### config.mk
export PLATFORM = sky130hd
export DESIGN_NAME = standby_mode_controller
export DESIGN_NICKNAME = d
export VERILOG_FILES = /design/src/shared/sbc_pkg.sv /design/src/rtl/stab_wait_timer.sv /design/src/rtl/standby_mode_controller.sv
export SDC_FILE = /design/constraint.sdc
export NUM_CORES = 1
export LEC_CHECK = 0
export ABC_AREA = 1
export BUFFER_PORTS_ARGS = -buffer_cell sky130_fd_sc_hd__clkbuf_2
export CORE_UTILIZATION = 49
export DETAILED_ROUTE_END_ITERATION = 10
export GPL_ROUTABILITY_DRIVEN = 0
export PLACE_DENSITY = 0.81
export SYNTH_ARGS = -nofsm -noshare
export SYNTH_HDL_FRONTEND = slang
export SYNTH_SLANG_ARGS = --single-unit
### constraint.sdc
create_clock -name i_mclk -period 1.2 [get_ports i_mclk]
set_input_delay 0.24 -clock i_mclk [delete_from_list [all_inputs] [get_ports i_mclk]]
set_output_delay 0.24 -clock i_mclk [all_outputs]
set_load 0.01 [all_outputs]
### src/shared/sbc_pkg.sv
// constants, state codes and stabilization counts for the standby controller
// assumes a 200 MHz machine clock and an 8-bit register port
`default_nettype none

package sbc_pkg;

	// ----------------------------------------
	// register map
	// ----------------------------------------
	localparam logic [3:0] ADDR_CTRL = 4'h0;
	localparam logic [3:0] ADDR_STATUS = 4'h1;
	localparam int CTRL_STOP_BIT = 7;
	localparam int CTRL_SLEEP_BIT = 6;
	localparam int CTRL_WATCH_BIT = 5;
	localparam int CTRL_PIN_SEL_BIT = 4;
	localparam int STAT_REJECT_BIT = 7;
	localparam int STAT_RSTWAKE_BIT = 6;
	localparam int STAT_MODE_LSB = 4;
	localparam logic PIN_SEL_RESET = 1'h0;

	// ----------------------------------------
	// clock modes as seen on the monitor field
	// ----------------------------------------
	localparam logic [1:0] MODE_SUB_CR = 2'h0;
	localparam logic [1:0] MODE_SUB_XTAL = 2'h1;
	localparam logic [1:0] MODE_MAIN_CR = 2'h2;
	localparam logic [1:0] MODE_MAIN_XTAL = 2'h3;

	// ----------------------------------------
	// timing
	// ----------------------------------------
	localparam int CLK_PERIOD_NS = 5;
	localparam logic [2:0] ENTRY_CYCLES = 3'h4;
	localparam int MAIN_XTAL_STAB_NS = 20000;
	localparam int SUB_XTAL_STAB_NS = 20000;
	localparam int MAIN_CR_STAB_NS = 1000;
	localparam int SUB_CR_STAB_NS = 2000;
	localparam logic [11:0] MAIN_XTAL_STAB_CYC =
		12'((MAIN_XTAL_STAB_NS + CLK_PERIOD_NS - 1) / CLK_PERIOD_NS);
	localparam logic [11:0] SUB_XTAL_STAB_CYC =
		12'((SUB_XTAL_STAB_NS + CLK_PERIOD_NS - 1) / CLK_PERIOD_NS);
	localparam logic [11:0] MAIN_CR_STAB_CYC =
		12'((MAIN_CR_STAB_NS + CLK_PERIOD_NS - 1) / CLK_PERIOD_NS);
	localparam logic [11:0] SUB_CR_STAB_CYC =
		12'((SUB_CR_STAB_NS + CLK_PERIOD_NS - 1) / CLK_PERIOD_NS);

	// ----------------------------------------
	// controller states
	// ----------------------------------------
	typedef enum logic [3:0] {
		ST_RST_SUB = 4'h0,
		ST_RST_MAIN = 4'h1,
		ST_RUN = 4'h2,
		ST_ENTRY = 4'h3,
		ST_SLEEP = 4'h4,
		ST_STOP = 4'h5,
		ST_TBT = 4'h6,
		ST_WATCH = 4'h7,
		ST_WAKE_STAB = 4'h8
	} state_type;

endpackage

`default_nettype wire

### src/rtl/stab_wait_timer.sv
// down counter for oscillation stabilization waits
// assumes load and count come from logic on the same clock
`default_nettype none

module stab_wait_timer (
	// clock and reset
	input wire logic i_mclk,
	input wire logic i_nrst,
	// control
	input wire logic i_load,
	input wire logic [11:0] i_cycles,
	// status
	output logic o_busy,
	output logic o_done
);

	typedef struct packed {
		logic [11:0] count;
		logic done;
	} timer_type;

	timer_type st;
	timer_type next_st;

	// ----------------------------------------
	// count down, pulse done after the last cycle
	// ----------------------------------------
	always_comb begin
		next_st = st;
		next_st.done = 1'b0;
		if (i_load) begin
			next_st.count = i_cycles;
		end else if (st.count != 12'h000) begin
			next_st.count = st.count - 12'h001;
			next_st.done = (st.count == 12'h001);
		end
	end

	always_ff @(posedge i_mclk) begin
		if (!i_nrst) begin
			st <= '{count: sbc_pkg::SUB_CR_STAB_CYC, done: 1'b0};
		end else begin
			st <= next_st;
		end
	end

	assign o_busy = (st.count != 12'h000);
	assign o_done = st.done;

endmodule

`default_nettype wire

### src/rtl/standby_mode_controller.sv
// standby mode controller: entry, wakeup and clock gating
// assumes interrupt sources, cpu flags and clock monitor on the same clock
//
// Summary of operation
// four standby states chosen by control writes
// interrupt or reset leaves standby, stop wake and reset wait stabilization
// reset wakes in main cr mode, interrupt restores
// pin select applies in stop, tbt, watch
// select 0 holds pins, 1 floats them
// four machine cycles from write to entry
// software puts three nops after request
// cpu keeps running during entry latency
// software checks clock switch done first
// pending interrupt discards the standby write
// discard also when cpu masks interrupts
// pending interrupt wakes regardless of cpu flags
// service interrupt if accepted, else resume
// after reset wait sub then main cr
// sleep bit enters sleep
// sleep left by reset or peripheral interrupt
// stop bit enters stop
// stop wake waits current mode stabilization
// watch bit in main modes gives tbt
// watch bit in sub modes gives watch
// sleep gates cpu and watchdog clocks only
// hardware watchdog keeps counting if enabled
// stop over tbt or watch over sleep
`default_nettype none

module standby_mode_controller (
	// clock and reset
	input wire logic i_mclk,
	input wire logic i_nrst,
	// register port
	input wire logic [3:0] i_addr,
	input wire logic [7:0] i_wdata,
	input wire logic i_wr,
	input wire logic i_rd,
	output logic [7:0] o_rdata,
	// interrupt and cpu side
	input wire logic i_irq_pending,
	input wire logic i_ccr_accepts,
	input wire logic [1:0] i_clock_mode_monitor,
	input wire logic i_hw_wdt_standby,
	output logic o_service_int,
	output logic o_resume_next,
	// clock gating
	output logic o_cpu_clk_en,
	output logic o_wdt_clk_en,
	output logic o_periph_clk_en,
	output logic o_main_osc_en,
	output logic o_sub_cr_keep,
	output logic o_hw_wdt_run,
	output logic o_force_main_cr,
	output logic [1:0] o_resume_mode,
	// pin control
	output logic o_pin_hold,
	output logic o_pin_hiz
);

	typedef struct packed {
		sbc_pkg::state_type state;
		sbc_pkg::state_type target;
		logic [2:0] entry_cnt;
		logic pin_hold_or_hiz_sel;
		logic [1:0] saved_mode;
		logic rejected;
		logic reset_wake;
		logic service;
		logic resume;
		logic [7:0] rdata;
	} ctrl_type;

	ctrl_type st;
	ctrl_type next_st;
	logic timer_load;
	logic [11:0] timer_cycles;
	logic timer_busy;
	logic timer_done;
	logic ctrl_wr;
	logic req_any;
	logic deep_state;
	logic standby_state;

	// ----------------------------------------
	// stabilization timer
	// ----------------------------------------
	stab_wait_timer timer (
		.i_mclk(i_mclk),
		.i_nrst(i_nrst),
		.i_load(timer_load),
		.i_cycles(timer_cycles),
		.o_busy(timer_busy),
		.o_done(timer_done)
	);

	function automatic logic [11:0] stab_for(input logic [1:0] mode);
		case (mode)
			sbc_pkg::MODE_MAIN_XTAL: stab_for = sbc_pkg::MAIN_XTAL_STAB_CYC;
			sbc_pkg::MODE_MAIN_CR: stab_for = sbc_pkg::MAIN_CR_STAB_CYC;
			sbc_pkg::MODE_SUB_XTAL: stab_for = sbc_pkg::SUB_XTAL_STAB_CYC;
			default: stab_for = sbc_pkg::SUB_CR_STAB_CYC;
		endcase
	endfunction

	assign ctrl_wr = i_wr && (i_addr == sbc_pkg::ADDR_CTRL);
	assign req_any = i_wdata[sbc_pkg::CTRL_STOP_BIT] || i_wdata[sbc_pkg::CTRL_SLEEP_BIT] ||
		i_wdata[sbc_pkg::CTRL_WATCH_BIT];
	assign deep_state = (st.state == sbc_pkg::ST_STOP) || (st.state == sbc_pkg::ST_TBT) ||
		(st.state == sbc_pkg::ST_WATCH);
	assign standby_state = deep_state || (st.state == sbc_pkg::ST_SLEEP);

	// ----------------------------------------
	// state machine and registers
	// ----------------------------------------
	always_comb begin
		next_st = st;
		next_st.service = 1'b0;
		next_st.resume = 1'b0;
		next_st.rdata = 8'h00;
		timer_load = 1'b0;
		timer_cycles = sbc_pkg::MAIN_CR_STAB_CYC;
		if (ctrl_wr) begin
			next_st.pin_hold_or_hiz_sel = i_wdata[sbc_pkg::CTRL_PIN_SEL_BIT];
		end
		if (i_rd && (i_addr == sbc_pkg::ADDR_STATUS)) begin
			next_st.rejected = 1'b0;
		end
		case (st.state)
			sbc_pkg::ST_RST_SUB: begin
				if (timer_done) begin
					timer_load = 1'b1;
					timer_cycles = sbc_pkg::MAIN_CR_STAB_CYC;
					next_st.state = sbc_pkg::ST_RST_MAIN;
				end
			end
			sbc_pkg::ST_RST_MAIN: begin
				if (timer_done) begin
					next_st.state = sbc_pkg::ST_RUN;
				end
			end
			sbc_pkg::ST_RUN: begin
				if (ctrl_wr && req_any) begin
					if (i_irq_pending) begin
						next_st.rejected = 1'b1;
					end else begin
						next_st.state = sbc_pkg::ST_ENTRY;
						next_st.entry_cnt = sbc_pkg::ENTRY_CYCLES - 3'h1;
						next_st.saved_mode = i_clock_mode_monitor;
						next_st.reset_wake = 1'b0;
						if (i_wdata[sbc_pkg::CTRL_STOP_BIT]) begin
							next_st.target = sbc_pkg::ST_STOP;
						end else if (i_wdata[sbc_pkg::CTRL_WATCH_BIT]) begin
							if (i_clock_mode_monitor[1]) begin
								next_st.target = sbc_pkg::ST_TBT;
							end else begin
								next_st.target = sbc_pkg::ST_WATCH;
							end
						end else begin
							next_st.target = sbc_pkg::ST_SLEEP;
						end
					end
				end
			end
			sbc_pkg::ST_ENTRY: begin
				if (st.entry_cnt == 3'h0) begin
					next_st.state = st.target;
				end else begin
					next_st.entry_cnt = st.entry_cnt - 3'h1;
				end
			end
			sbc_pkg::ST_SLEEP, sbc_pkg::ST_TBT, sbc_pkg::ST_WATCH: begin
				if (i_irq_pending) begin
					next_st.state = sbc_pkg::ST_RUN;
					next_st.service = i_ccr_accepts;
					next_st.resume = !i_ccr_accepts;
				end
			end
			sbc_pkg::ST_STOP: begin
				if (i_irq_pending) begin
					timer_load = 1'b1;
					timer_cycles = stab_for(st.saved_mode);
					next_st.state = sbc_pkg::ST_WAKE_STAB;
				end
			end
			sbc_pkg::ST_WAKE_STAB: begin
				if (timer_done) begin
					next_st.state = sbc_pkg::ST_RUN;
					next_st.service = i_ccr_accepts;
					next_st.resume = !i_ccr_accepts;
				end
			end
			default: begin
				next_st.state = sbc_pkg::ST_RUN;
			end
		endcase
		if (i_rd) begin
			case (i_addr)
				sbc_pkg::ADDR_CTRL: begin
					next_st.rdata[sbc_pkg::CTRL_PIN_SEL_BIT] = st.pin_hold_or_hiz_sel;
				end
				sbc_pkg::ADDR_STATUS: begin
					next_st.rdata[3:0] = st.state;
					next_st.rdata[sbc_pkg::STAT_MODE_LSB +: 2] = st.saved_mode;
					next_st.rdata[sbc_pkg::STAT_RSTWAKE_BIT] = st.reset_wake;
					next_st.rdata[sbc_pkg::STAT_REJECT_BIT] = st.rejected;
				end
				default: begin
					next_st.rdata = 8'h00;
				end
			endcase
		end
		if (st.state == sbc_pkg::ST_RUN && ctrl_wr && req_any && i_irq_pending) begin
			next_st.rejected = 1'b1;
		end
	end

	always_ff @(posedge i_mclk) begin
		if (!i_nrst) begin
			st <= '{state: sbc_pkg::ST_RST_SUB, target: sbc_pkg::ST_SLEEP, entry_cnt: 3'h0,
				pin_hold_or_hiz_sel: sbc_pkg::PIN_SEL_RESET, saved_mode: sbc_pkg::MODE_MAIN_CR,
				rejected: 1'b0, reset_wake: 1'b1, service: 1'b0, resume: 1'b0, rdata: 8'h00};
		end else begin
			st <= next_st;
		end
	end

	// ----------------------------------------
	// outputs
	// ----------------------------------------
	assign o_rdata = st.rdata;
	assign o_service_int = st.service;
	assign o_resume_next = st.resume;
	assign o_cpu_clk_en = (st.state == sbc_pkg::ST_RUN) || (st.state == sbc_pkg::ST_ENTRY);
	assign o_wdt_clk_en = o_cpu_clk_en;
	assign o_periph_clk_en = o_cpu_clk_en || (st.state == sbc_pkg::ST_SLEEP);
	assign o_main_osc_en = !((st.state == sbc_pkg::ST_STOP) || (st.state == sbc_pkg::ST_WATCH));
	assign o_sub_cr_keep = standby_state && i_hw_wdt_standby;
	assign o_hw_wdt_run = !standby_state || i_hw_wdt_standby;
	assign o_force_main_cr = (st.state == sbc_pkg::ST_RST_SUB) ||
		(st.state == sbc_pkg::ST_RST_MAIN);
	assign o_resume_mode = st.reset_wake ? sbc_pkg::MODE_MAIN_CR : st.saved_mode;
	assign o_pin_hold = deep_state && !st.pin_hold_or_hiz_sel;
	assign o_pin_hiz = deep_state && st.pin_hold_or_hiz_sel;
endmodule

`default_nettype wire

==> results.sh, run 1 <==
export IMPL_finClkSkew_ps=20.0
export IMPL_initial_core_util_pct=53.0
export IMPL_setup_tns_ps=-12240
export IMPL_clkSlewWorstSetupHoldPaths_ps=90
export IMPL_multi_input_area_sq_um=1470
export IMPL_nFillCells=138
export IMPL_cts_made_buffers=5
export IMPL_grt_pass1_wl_microns=11100
export IMPL_final_util_pct=92.2
export IMPL_postPlaceCellArea_sq_um=2560
export IMPL_syn_area_per_cell_sq_um=7.09
export IMPL_vias=2788
export IMPL_reg2reg_slack_ps=-590
export IMPL_final_hold_violation_count=0
export IMPL_cts_tree="done"
export IMPL_cp_required_ps=1450
export IMPL_holdPathStages=2
export IMPL_wirelength_microns=10600
export IMPL_core_area_sq_um=3800
export IMPL_root_buffer="clkbuf_8"
export IMPL_irDropWorstVdd_mv=1.03
export IMPL_layout_setup_ws_ps=-589
export IMPL_totalPowerFinal_mw=3.38
export IMPL_fp_dieW_microns=66.1
export IMPL_startpoint_type="flip-flop"
export IMPL_via_per_inst=6.28
export IMPL_place_worst_setup_slack_ps=-217
export IMPL_min_period_ps=1790
export IMPL_holdBufCountCts=0
export IMPL_syn_cell_area_sq_um=2010
export IMPL_h_tree_depth=2
export IMPL_antenna_cells=0
export IMPL_cts_sinks=37
export IMPL_grt_max_degree=12
export IMPL_drv_slew=0
export IMPL_violations="negative setup slack"
export IMPL_ant_nets=0
export IMPL_worst_pin_slew_ps=435
export IMPL_clk_latency_ps=320
export IMPL_seqCellArea_sq_um=763
export IMPL_synth_seq_cells=37
export IMPL_grt_overflow=0
export IMPL_rsz0062_at_grt="true"
export IMPL_power_density_nw_per_um2=964
export IMPL_post_route_drc_count=0
export IMPL_yosysWarnings=0
export IMPL_synth_fp_nets=310
export IMPL_post_route_period_util_pct=149
export IMPL_cp_end_kind="flip-flop"
export IMPL_wl_per_cell_microns=23.8
export IMPL_outcome="complete, but fails checks"
export IMPL_final_nets=422
export IMPL_antenna_found_initial=0
export IMPL_finalSetupViolCount=39
export IMPL_fmax_mhz=559
export IMPL_fp_dieH_microns=66.1
export IMPL_drive_above_1_share_pct=60.9
export IMPL_synthCells=284
export IMPL_path_class="flip-flop to flip-flop"
export IMPL_arrival_ps=2040
export IMPL_rows=22
export IMPL_pin_count=42
export IMPL_drv_cap=0
export IMPL_reg2regPathDepth=12
export IMPL_syn_to_final_growth_pct=73.9
export IMPL_max_slew_margin_pct=70.6
export IMPL_grt_total_usage_pct=34.3
export IMPL_grt_pass1_vias=2272
export IMPL_dp_hpwl_microns=3730
export IMPL_drtIter0Drc=434
export IMPL_worstHoldPathType="primary input to flip-flop"
export IMPL_seq_area_frac_synth_pct=36.8
export IMPL_dr_pass1_iters=8
export IMPL_synth_distinct_cells=29
export IMPL_worstPathMaxFanout=5
export IMPL_finalInstanceArea_sq_um=3500
export IMPL_p_leak_nw=1.65
export IMPL_portBuffers=37
export IMPL_clockBufferDepth=2
export IMPL_die_area_sq_um=4370
[what timing repair did]
item                       4_1_cts  5_1_grt
pin swaps                       33       26
buffers inserted                13       20
setup endpoints to repair       38       39
resized for setup               97       74
[sequential cells by signal (all words and copies together), names as in the netlist]
signal and flops:
timer.o_done 1, timer.st 12, o_resume_next 1, o_rdata 8, o_service_int 1, st 14
[power breakdown]
group          internal, mW  leakage, nW  total, mW  switching [mW]
Sequential             1.27        0.304       1.34          0.0706
Combinational         0.390         1.29      0.924           0.534
Clock                 0.605       0.0540       1.11           0.505
[metrics by stage]
stage | hold WS, ps | std cells
final | 103 | 444
after global routing | 98.5 | 444
after CTS | 107 | 426
after detailed placement | 417 | 406
after global placement | 413 | 406
after floorplan | 312 | 284
[cell type report]
type	instances	share of cell area, %
Inverter	42	4.93
Clock buffer	5	1.96
Timing Repair Buffer	116	26.6
Tap cell	48	1.71
Multi-Input combinational cell	194	42.0
Sequential cell	37	21.8
Clock inverter	2	1.00
[cells in the mapped netlist, drive strengths merged]
master | n | area [sq um]
a21oi | 18 | 101
buf | 11 | 77.6
dfxtp | 37 | 741
ha | 5 | 62.6
inv | 42 | 158
mux2i | 1 | 10.0
nand2 | 65 | 282
nand3 | 25 | 125
nand4 | 3 | 33.8
nor2 | 48 | 233
nor3 | 5 | 30.0
nor4 | 1 | 6.26
nor4b | 1 | 8.76
o211ai | 1 | 7.51
o21ai | 13 | 72.6
o21bai | 1 | 7.51
o22ai | 1 | 6.26
o32ai | 1 | 8.76
xor2 | 5 | 43.8
[cell families after synthesis]
group | after synthesis | synth area share [%]
and+or+nand+nor | 148 | 35.7
muxes | 1 | 0.497
DFF | 37 | 36.8
xor gates and xnor gates | 5 | 2.17
AOI/OAI and AO/OA | 35 | 10.1
buffers and inverters | 53 | 11.7
adders and majority gates | 5 | 3.11
[worst paths after layout]
| check | to | from |
|---|---|---|
| worst max register to register | timer.st[7]$_SDFFE_PN0P_ | st[25]$_SDFFE_PN0P_ |
| worst max-delay path | timer.st[7]$_SDFFE_PN0P_ | st[25]$_SDFFE_PN0P_ |
| worst min register to register | st[19]$_SDFFE_PN0P_ | st[19]$_SDFFE_PN0P_ |
| worst min-delay path | o_resume_next$_SDFF_PN0_ | i_ccr_accepts |
[cell usage in the layout, fill, tap and decap left out, types with 10 or more instances in the layout]
cell and instances:
nor2_4 17, buf_6 30, clkbuf_2 28, inv_1 26
nand2_1 32, nor2_1 25, dfxtp_1 27, nand2_2 19
a21oi_2 11, nand3_1 15, inv_2 10, nand2_4 13
buf_4 53
[layer usage]
layer / part of all wire, % / GRT usage, % / wire length (microns) / vias up
li1: - / - / - / 1115
met1: 33 / 39.1 / 3510 / 1274
met2: 44 / 56.5 / 4640 / 293
met3: 13 / 8.45 / 1350 / 106
met4: 9.9 / 22.6 / 1050 / 0
met5: 0 / 0 / 0 / -
[critical path: stages, from the launching register on]
cell     delay, ps
dfxtp_4        390
inv_4           70
nand2_4         90
inv_4           50
buf_6          120
nand2_4         70
nor2_4          50
nor2_4         160
buf_12         150
nand2_2        120
a21oi_2        220
nor2_1          90
nor2_1         140
Note: power is estimated with default switching activity, not from simulation.
==> run 2: changes to the inputs <==
Settings changed: CORE_ASPECT_RATIO set to 1.2, CORE_MARGIN set to 5, RECOVER_POWER set to 25.
==> run 2 against run 1 <==
Effect of this change: the flow still finishes with violations (negative setup slack); sequential share of layout area grew 1.6 points; register-to-register slack improved by 260 ps; power fell by 11%; fmax increased by 16%; global-route usage shrank 7.5 points; critical endpoint is now o_pin_hiz; count of clock-buffer cells in the layout up 1; routed wire length fell by 20%; critical path type is now flip-flop to primary output.
==> results.sh, run 2 (synthesis results as in run 1) <==
export IMPL_hp_start="i_ccr_accepts"
export IMPL_mostFrequentLayoutCells="buf_4, nand2_1, nor2_1, dfxtp_1, clkbuf_2"
export IMPL_layout_setup_ws_ps=-349
export IMPL_syn_to_final_growth_pct=61.9
export IMPL_route_met2_wl_microns=4020
export IMPL_cp_end_kind="primary output"
export IMPL_rows=25
export IMPL_root_buffer="clkbuf_8"
export IMPL_rsz0062_at_grt="true"
export IMPL_path_cells="nor2_4, buf_4, nor3_2, buf_2"
export IMPL_wl_per_cell_microns=18.6
export IMPL_wirelength_microns=8410
export IMPL_final_common_cell="buf_4"
export IMPL_initial_core_util_pct=50.7
export IMPL_hold_path_end="o_resume_next$_SDFF_PN0_"
export IMPL_clk_latency_ps=310
export IMPL_h_tree_depth=2
export IMPL_dp_hpwl_microns=3920
export IMPL_core_area_sq_um=3970
export IMPL_path_class="flip-flop to primary output"
export IMPL_irDropWorstVdd_mv=0.747
export IMPL_reg2reg_to="timer.st[7]$_SDFFE_PN0P_"
export IMPL_largest_register="st"
export IMPL_violations="negative setup slack"
export IMPL_cts_tree="done"
export IMPL_drtIter0Drc=267
export IMPL_ant_nets=0
export IMPL_nFillCells=216
export IMPL_min_period_ps=1550
export IMPL_grt_overflow=0
export IMPL_vias=2656
export IMPL_rr_startpoint="st[25]$_SDFFE_PN0P_"
export IMPL_fp_dieH_microns=80.2
export IMPL_arrival_ps=1310
export IMPL_stdcell_count=451
export IMPL_post_route_drc_count=0
export IMPL_seqCellArea_sq_um=763
export IMPL_max_slew_margin_pct=70.2
export IMPL_finalSetupViolCount=38
export IMPL_fmax_mhz=646
export IMPL_grt_total_usage_pct=26.8
export IMPL_antenna_cells=0
export IMPL_worstHoldPathType="primary input to flip-flop"
export IMPL_final_util_pct=82.1
export IMPL_portBuffers=37
export IMPL_holdBufCountCts=0
export IMPL_final_hold_violation_count=0
export IMPL_clockBufferDepth=2
export IMPL_cts_sinks=37
export IMPL_routed_wl_met3_microns=793
export IMPL_antenna_found_initial=0
export IMPL_top_layer_used="met4"
export IMPL_slowest_stage="dfxtp_4"
export IMPL_grt_max_degree=12
export IMPL_grt_pass1_vias=2434
export IMPL_drv_slew=0
export IMPL_grt_pass1_wl_microns=11000
export IMPL_startpoint_type="flip-flop"
export IMPL_largest_reg_flops=14
export IMPL_setup_tns_ps=-9070
export IMPL_dr_pass1_iters=6
export IMPL_die_area_sq_um=5500
export IMPL_clkSlewWorstSetupHoldPaths_ps=80
export IMPL_drive_above_1_share_pct=52.9
export IMPL_drt_met1_wl_microns=2990
export IMPL_cp_required_ps=960
export IMPL_power_density_nw_per_um2=922
export IMPL_outcome="complete, but fails checks"
export IMPL_worstPathMaxFanout=5
export IMPL_post_route_period_util_pct=129
export IMPL_worst_pin_slew_ps=441
export IMPL_p_leak_nw=1.55
export IMPL_cts_made_buffers=5
export IMPL_reg2regPathDepth=11
export IMPL_dp_cells=411
export IMPL_finClkSkew_ps=7.48
export IMPL_holdPathStages=2
export IMPL_final_nets=422
export IMPL_drv_cap=0
export IMPL_fp_dieW_microns=68.5
export IMPL_pin_count=42
export IMPL_reg2reg_slack_ps=-330
export IMPL_slowest_delay_ps=400
export IMPL_via_per_inst=5.89
export IMPL_totalPowerFinal_mw=3.01
export IMPL_multi_input_area_sq_um=1320
run 2: timing repair:
| item | 4_1_cts | 5_1_grt |
|---|---|---|
| gates resized for setup | 72 | 44 |
| endpoints found under the setup margin | 37 | 39 |
| cloned | 1 | 0 |
| pin swaps | 24 | 17 |
| setup buffers | 17 | 14 |
run 2: per-layer routing:
metal	track usage, %	up-vias
met5	0	-
met3	6.71	78
li1	-	1122
met2	46.3	215
met4	13.9	0
met1	29.3	1241
run 2: area by class of cell:
type	count	share of cell area [%]
Sequential cell	37	23.4
Inverter	42	5.22
Tap cell	54	2.07
Clock inverter	2	0.307
Multi-Input combinational cell	195	40.6
Timing Repair Buffer	115	26.2
Clock buffer	6	2.23
run 2: worst max path at each step:
stage / start / end / slack (ps) / depth (start not counted)
3_3_place_gp: timer.st[2]$_SDFFE_PN0P_ / timer.st[12]$_SDFFE_PN0P_ / -130 / 8
6_report: st[22]$_SDFFE_PN0P_ / o_pin_hiz / -350 / 4
2_1_floorplan: st[25]$_SDFFE_PN0P_ / st[15]$_SDFFE_PN0P_ / -1 / 8
4_1_cts: st[22]$_SDFFE_PN0P_ / o_periph_clk_en / -240 / 5
5_1_grt: st[23]$_SDFFE_PN0P_ / o_pin_hiz / -390 / 4
3_5_place_dp: st[22]$_SDFFE_PN0P_ / timer.st[6]$_SDFFE_PN0P_ / -180 / 7
run 2: metrics by stage:
step / setup WS [ps] / area, sq um / hold slack, ps
after floorplan: -1.42 / 2040 / 312
after CTS: -241 / 3050 / 106
after global placement: -134 / 2560 / 412
final: -349 / 3260 / 98.6
after detailed placement: -179 / 2560 / 419
after global routing: -385 / 3260 / 112
run 2: worst max-delay path: cells and delay by family, from the launching register on:
kind / cells / cell delay (ps)
flip-flops: 1 / 400
buffers and inverters: 2 / 350
AND/OR/NAND/NOR: 2 / 260
run 2: power by group:
part | total [mW] | switching (mW) | internal [mW]
registers | 1.33 | 0.0548 | 1.27
logic | 0.775 | 0.432 | 0.344
clock network | 0.907 | 0.504 | 0.404
==> run 3: changes to the inputs <==
Settings changed: SETUP_SLACK_MARGIN set to 0.05, SKIP_CTS_REPAIR_TIMING set to 1.
==> run 3 against run 2 <==
Effect of this change: via count fell by 12%; fmax rose by 0.54%; sequential power barely moved; critical endpoint is now o_periph_clk_en; the run still ends with negative setup slack left.
==> results.sh, run 3 (synthesis results as in run 1) <==
export IMPL_cp_required_ps=960
export IMPL_wl_per_cell_microns=15.9
export IMPL_ant_nets=0
export IMPL_hp_start="i_ccr_accepts"
export IMPL_hold_ws_ps=115
export IMPL_final_util_pct=82.9
export IMPL_postPlaceCellArea_sq_um=2620
export IMPL_via_per_inst=5.36
export IMPL_dr_pass1_iters=4
export IMPL_clk_latency_ps=290
export IMPL_h_tree_depth=2
export IMPL_startpoint_type="flip-flop"
export IMPL_stdcell_count=438
export IMPL_rr_startpoint="st[25]$_SDFFE_PN0P_"
export IMPL_clkSlewWorstSetupHoldPaths_ps=80
export IMPL_worstPathMaxFanout=4
export IMPL_irDropWorstVdd_mv=0.627
export IMPL_grt_max_degree=12
export IMPL_antenna_cells=0
export IMPL_largest_register="st"
export IMPL_rows=25
export IMPL_pin_count=42
export IMPL_startpoint="st[24]$_SDFFE_PN0P_"
export IMPL_initial_core_util_pct=50.7
export IMPL_core_area_sq_um=3970
export IMPL_worstHoldPathType="primary input to flip-flop"
export IMPL_fp_dieH_microns=80.2
export IMPL_root_buffer="clkbuf_8"
export IMPL_arrival_ps=1300
export IMPL_path_class="flip-flop to primary output"
export IMPL_mostFrequentLayoutCells="buf_4, nand2_1, clkbuf_2"
export IMPL_finClkSkew_ps=5.28
export IMPL_dp_hpwl_microns=3880
export IMPL_min_period_ps=1540
export IMPL_drtIter0Drc=226
export IMPL_grt_overflow=0
export IMPL_layout_setup_ws_ps=-340
export IMPL_cts_made_buffers=5
export IMPL_power_density_nw_per_um2=954
export IMPL_worst_pin_slew_ps=452
export IMPL_cp_end_kind="primary output"
export IMPL_finalInstanceArea_sq_um=3290
export IMPL_final_nets=409
export IMPL_final_hold_violation_count=0
export IMPL_final_common_cell="buf_4"
export IMPL_nFillCells=218
export IMPL_grt_total_usage_pct=20.0
export IMPL_max_slew_margin_pct=69.7
export IMPL_fmax_mhz=649
export IMPL_totalPowerFinal_mw=3.14
export IMPL_fp_dieW_microns=68.5
export IMPL_largest_reg_flops=14
export IMPL_finalSetupViolCount=34
export IMPL_grt_pass1_vias=2007
export IMPL_cts_tree="done"
export IMPL_drv_cap=0
export IMPL_vias=2348
export IMPL_drv_slew=0
export IMPL_drive_above_1_share_pct=59.6
export IMPL_clockBufferDepth=2
export IMPL_p_leak_nw=1.53
export IMPL_die_area_sq_um=5500
export IMPL_cts_sinks=37
export IMPL_post_route_period_util_pct=128
export IMPL_violations="negative setup slack"
export IMPL_antenna_found_initial=0
export IMPL_rsz0062_at_grt="true"
export IMPL_portBuffers=37
export IMPL_dp_cells=407
export IMPL_syn_to_final_growth_pct=63.5
export IMPL_outcome="complete, but fails checks"
export IMPL_grt_pass1_wl_microns=8450
export IMPL_wirelength_microns=6950
export IMPL_post_route_drc_count=0
run 3: cell types whose count changed in the layout (fill, tap and decap cells not counted), moves of 5 or more:
cell and delta:
nand2_1 -9, dfxtp_2 +5, nor2_2 +5, nand2_2 +7, nor2_1 -6, buf_4 -11, dfxtp_1 -6
run 3: layer usage:
layer  vias up  track usage [%]  part of all wire, %
li1       1095                -                    -
met1      1131             23.0                   41
met2       104             33.0                   50
met3        18             5.17                  6.4
met4         0             10.9                  2.7
met5         -                0                    0
run 3: stage by stage:
stage	TNS [ps]	setup WS [ps]
floorplan	0	20.5
global placement	-1320	-103
detailed placement	-2380	-141
CTS	-4570	-330
global route	-8140	-380
finish	-5840	-340
run 3: worst max-delay path: stages (launching register included):
cell and delay [ps]:
dfxtp_4 380, inv_4 80, nand2_4 80, buf_4 150
o21ai_0 150, buf_2 170
run 3: layout make-up:
class | count | area, sq um | area share, %
Tap cell | 54 | 67.6 | 2.05
Inverter | 42 | 180 | 5.47
Multi-Input combinational cell | 194 | 1420 | 43.1
Timing Repair Buffer | 103 | 741 | 22.5
Clock buffer | 8 | 111 | 3.38
Sequential cell | 37 | 773 | 23.5
run 3: worst paths after layout:
check,slack (ps),end,cells past startpoint
worst max-delay path,-340,o_periph_clk_en,5
worst min-delay path,110,o_resume_next$_SDFF_PN0_,2
worst max register to register,-290,timer.st[7]$_SDFFE_PN0P_,12
worst min register to register,440,o_rdata[7]$_SDFF_PN0_,2
run 3: power by group:
part	total (mW)	switching, mW	internal (mW)
registers	1.34	0.0683	1.27
logic	0.755	0.419	0.336
clock network	1.05	0.453	0.594
total	3.14	0.941	2.20
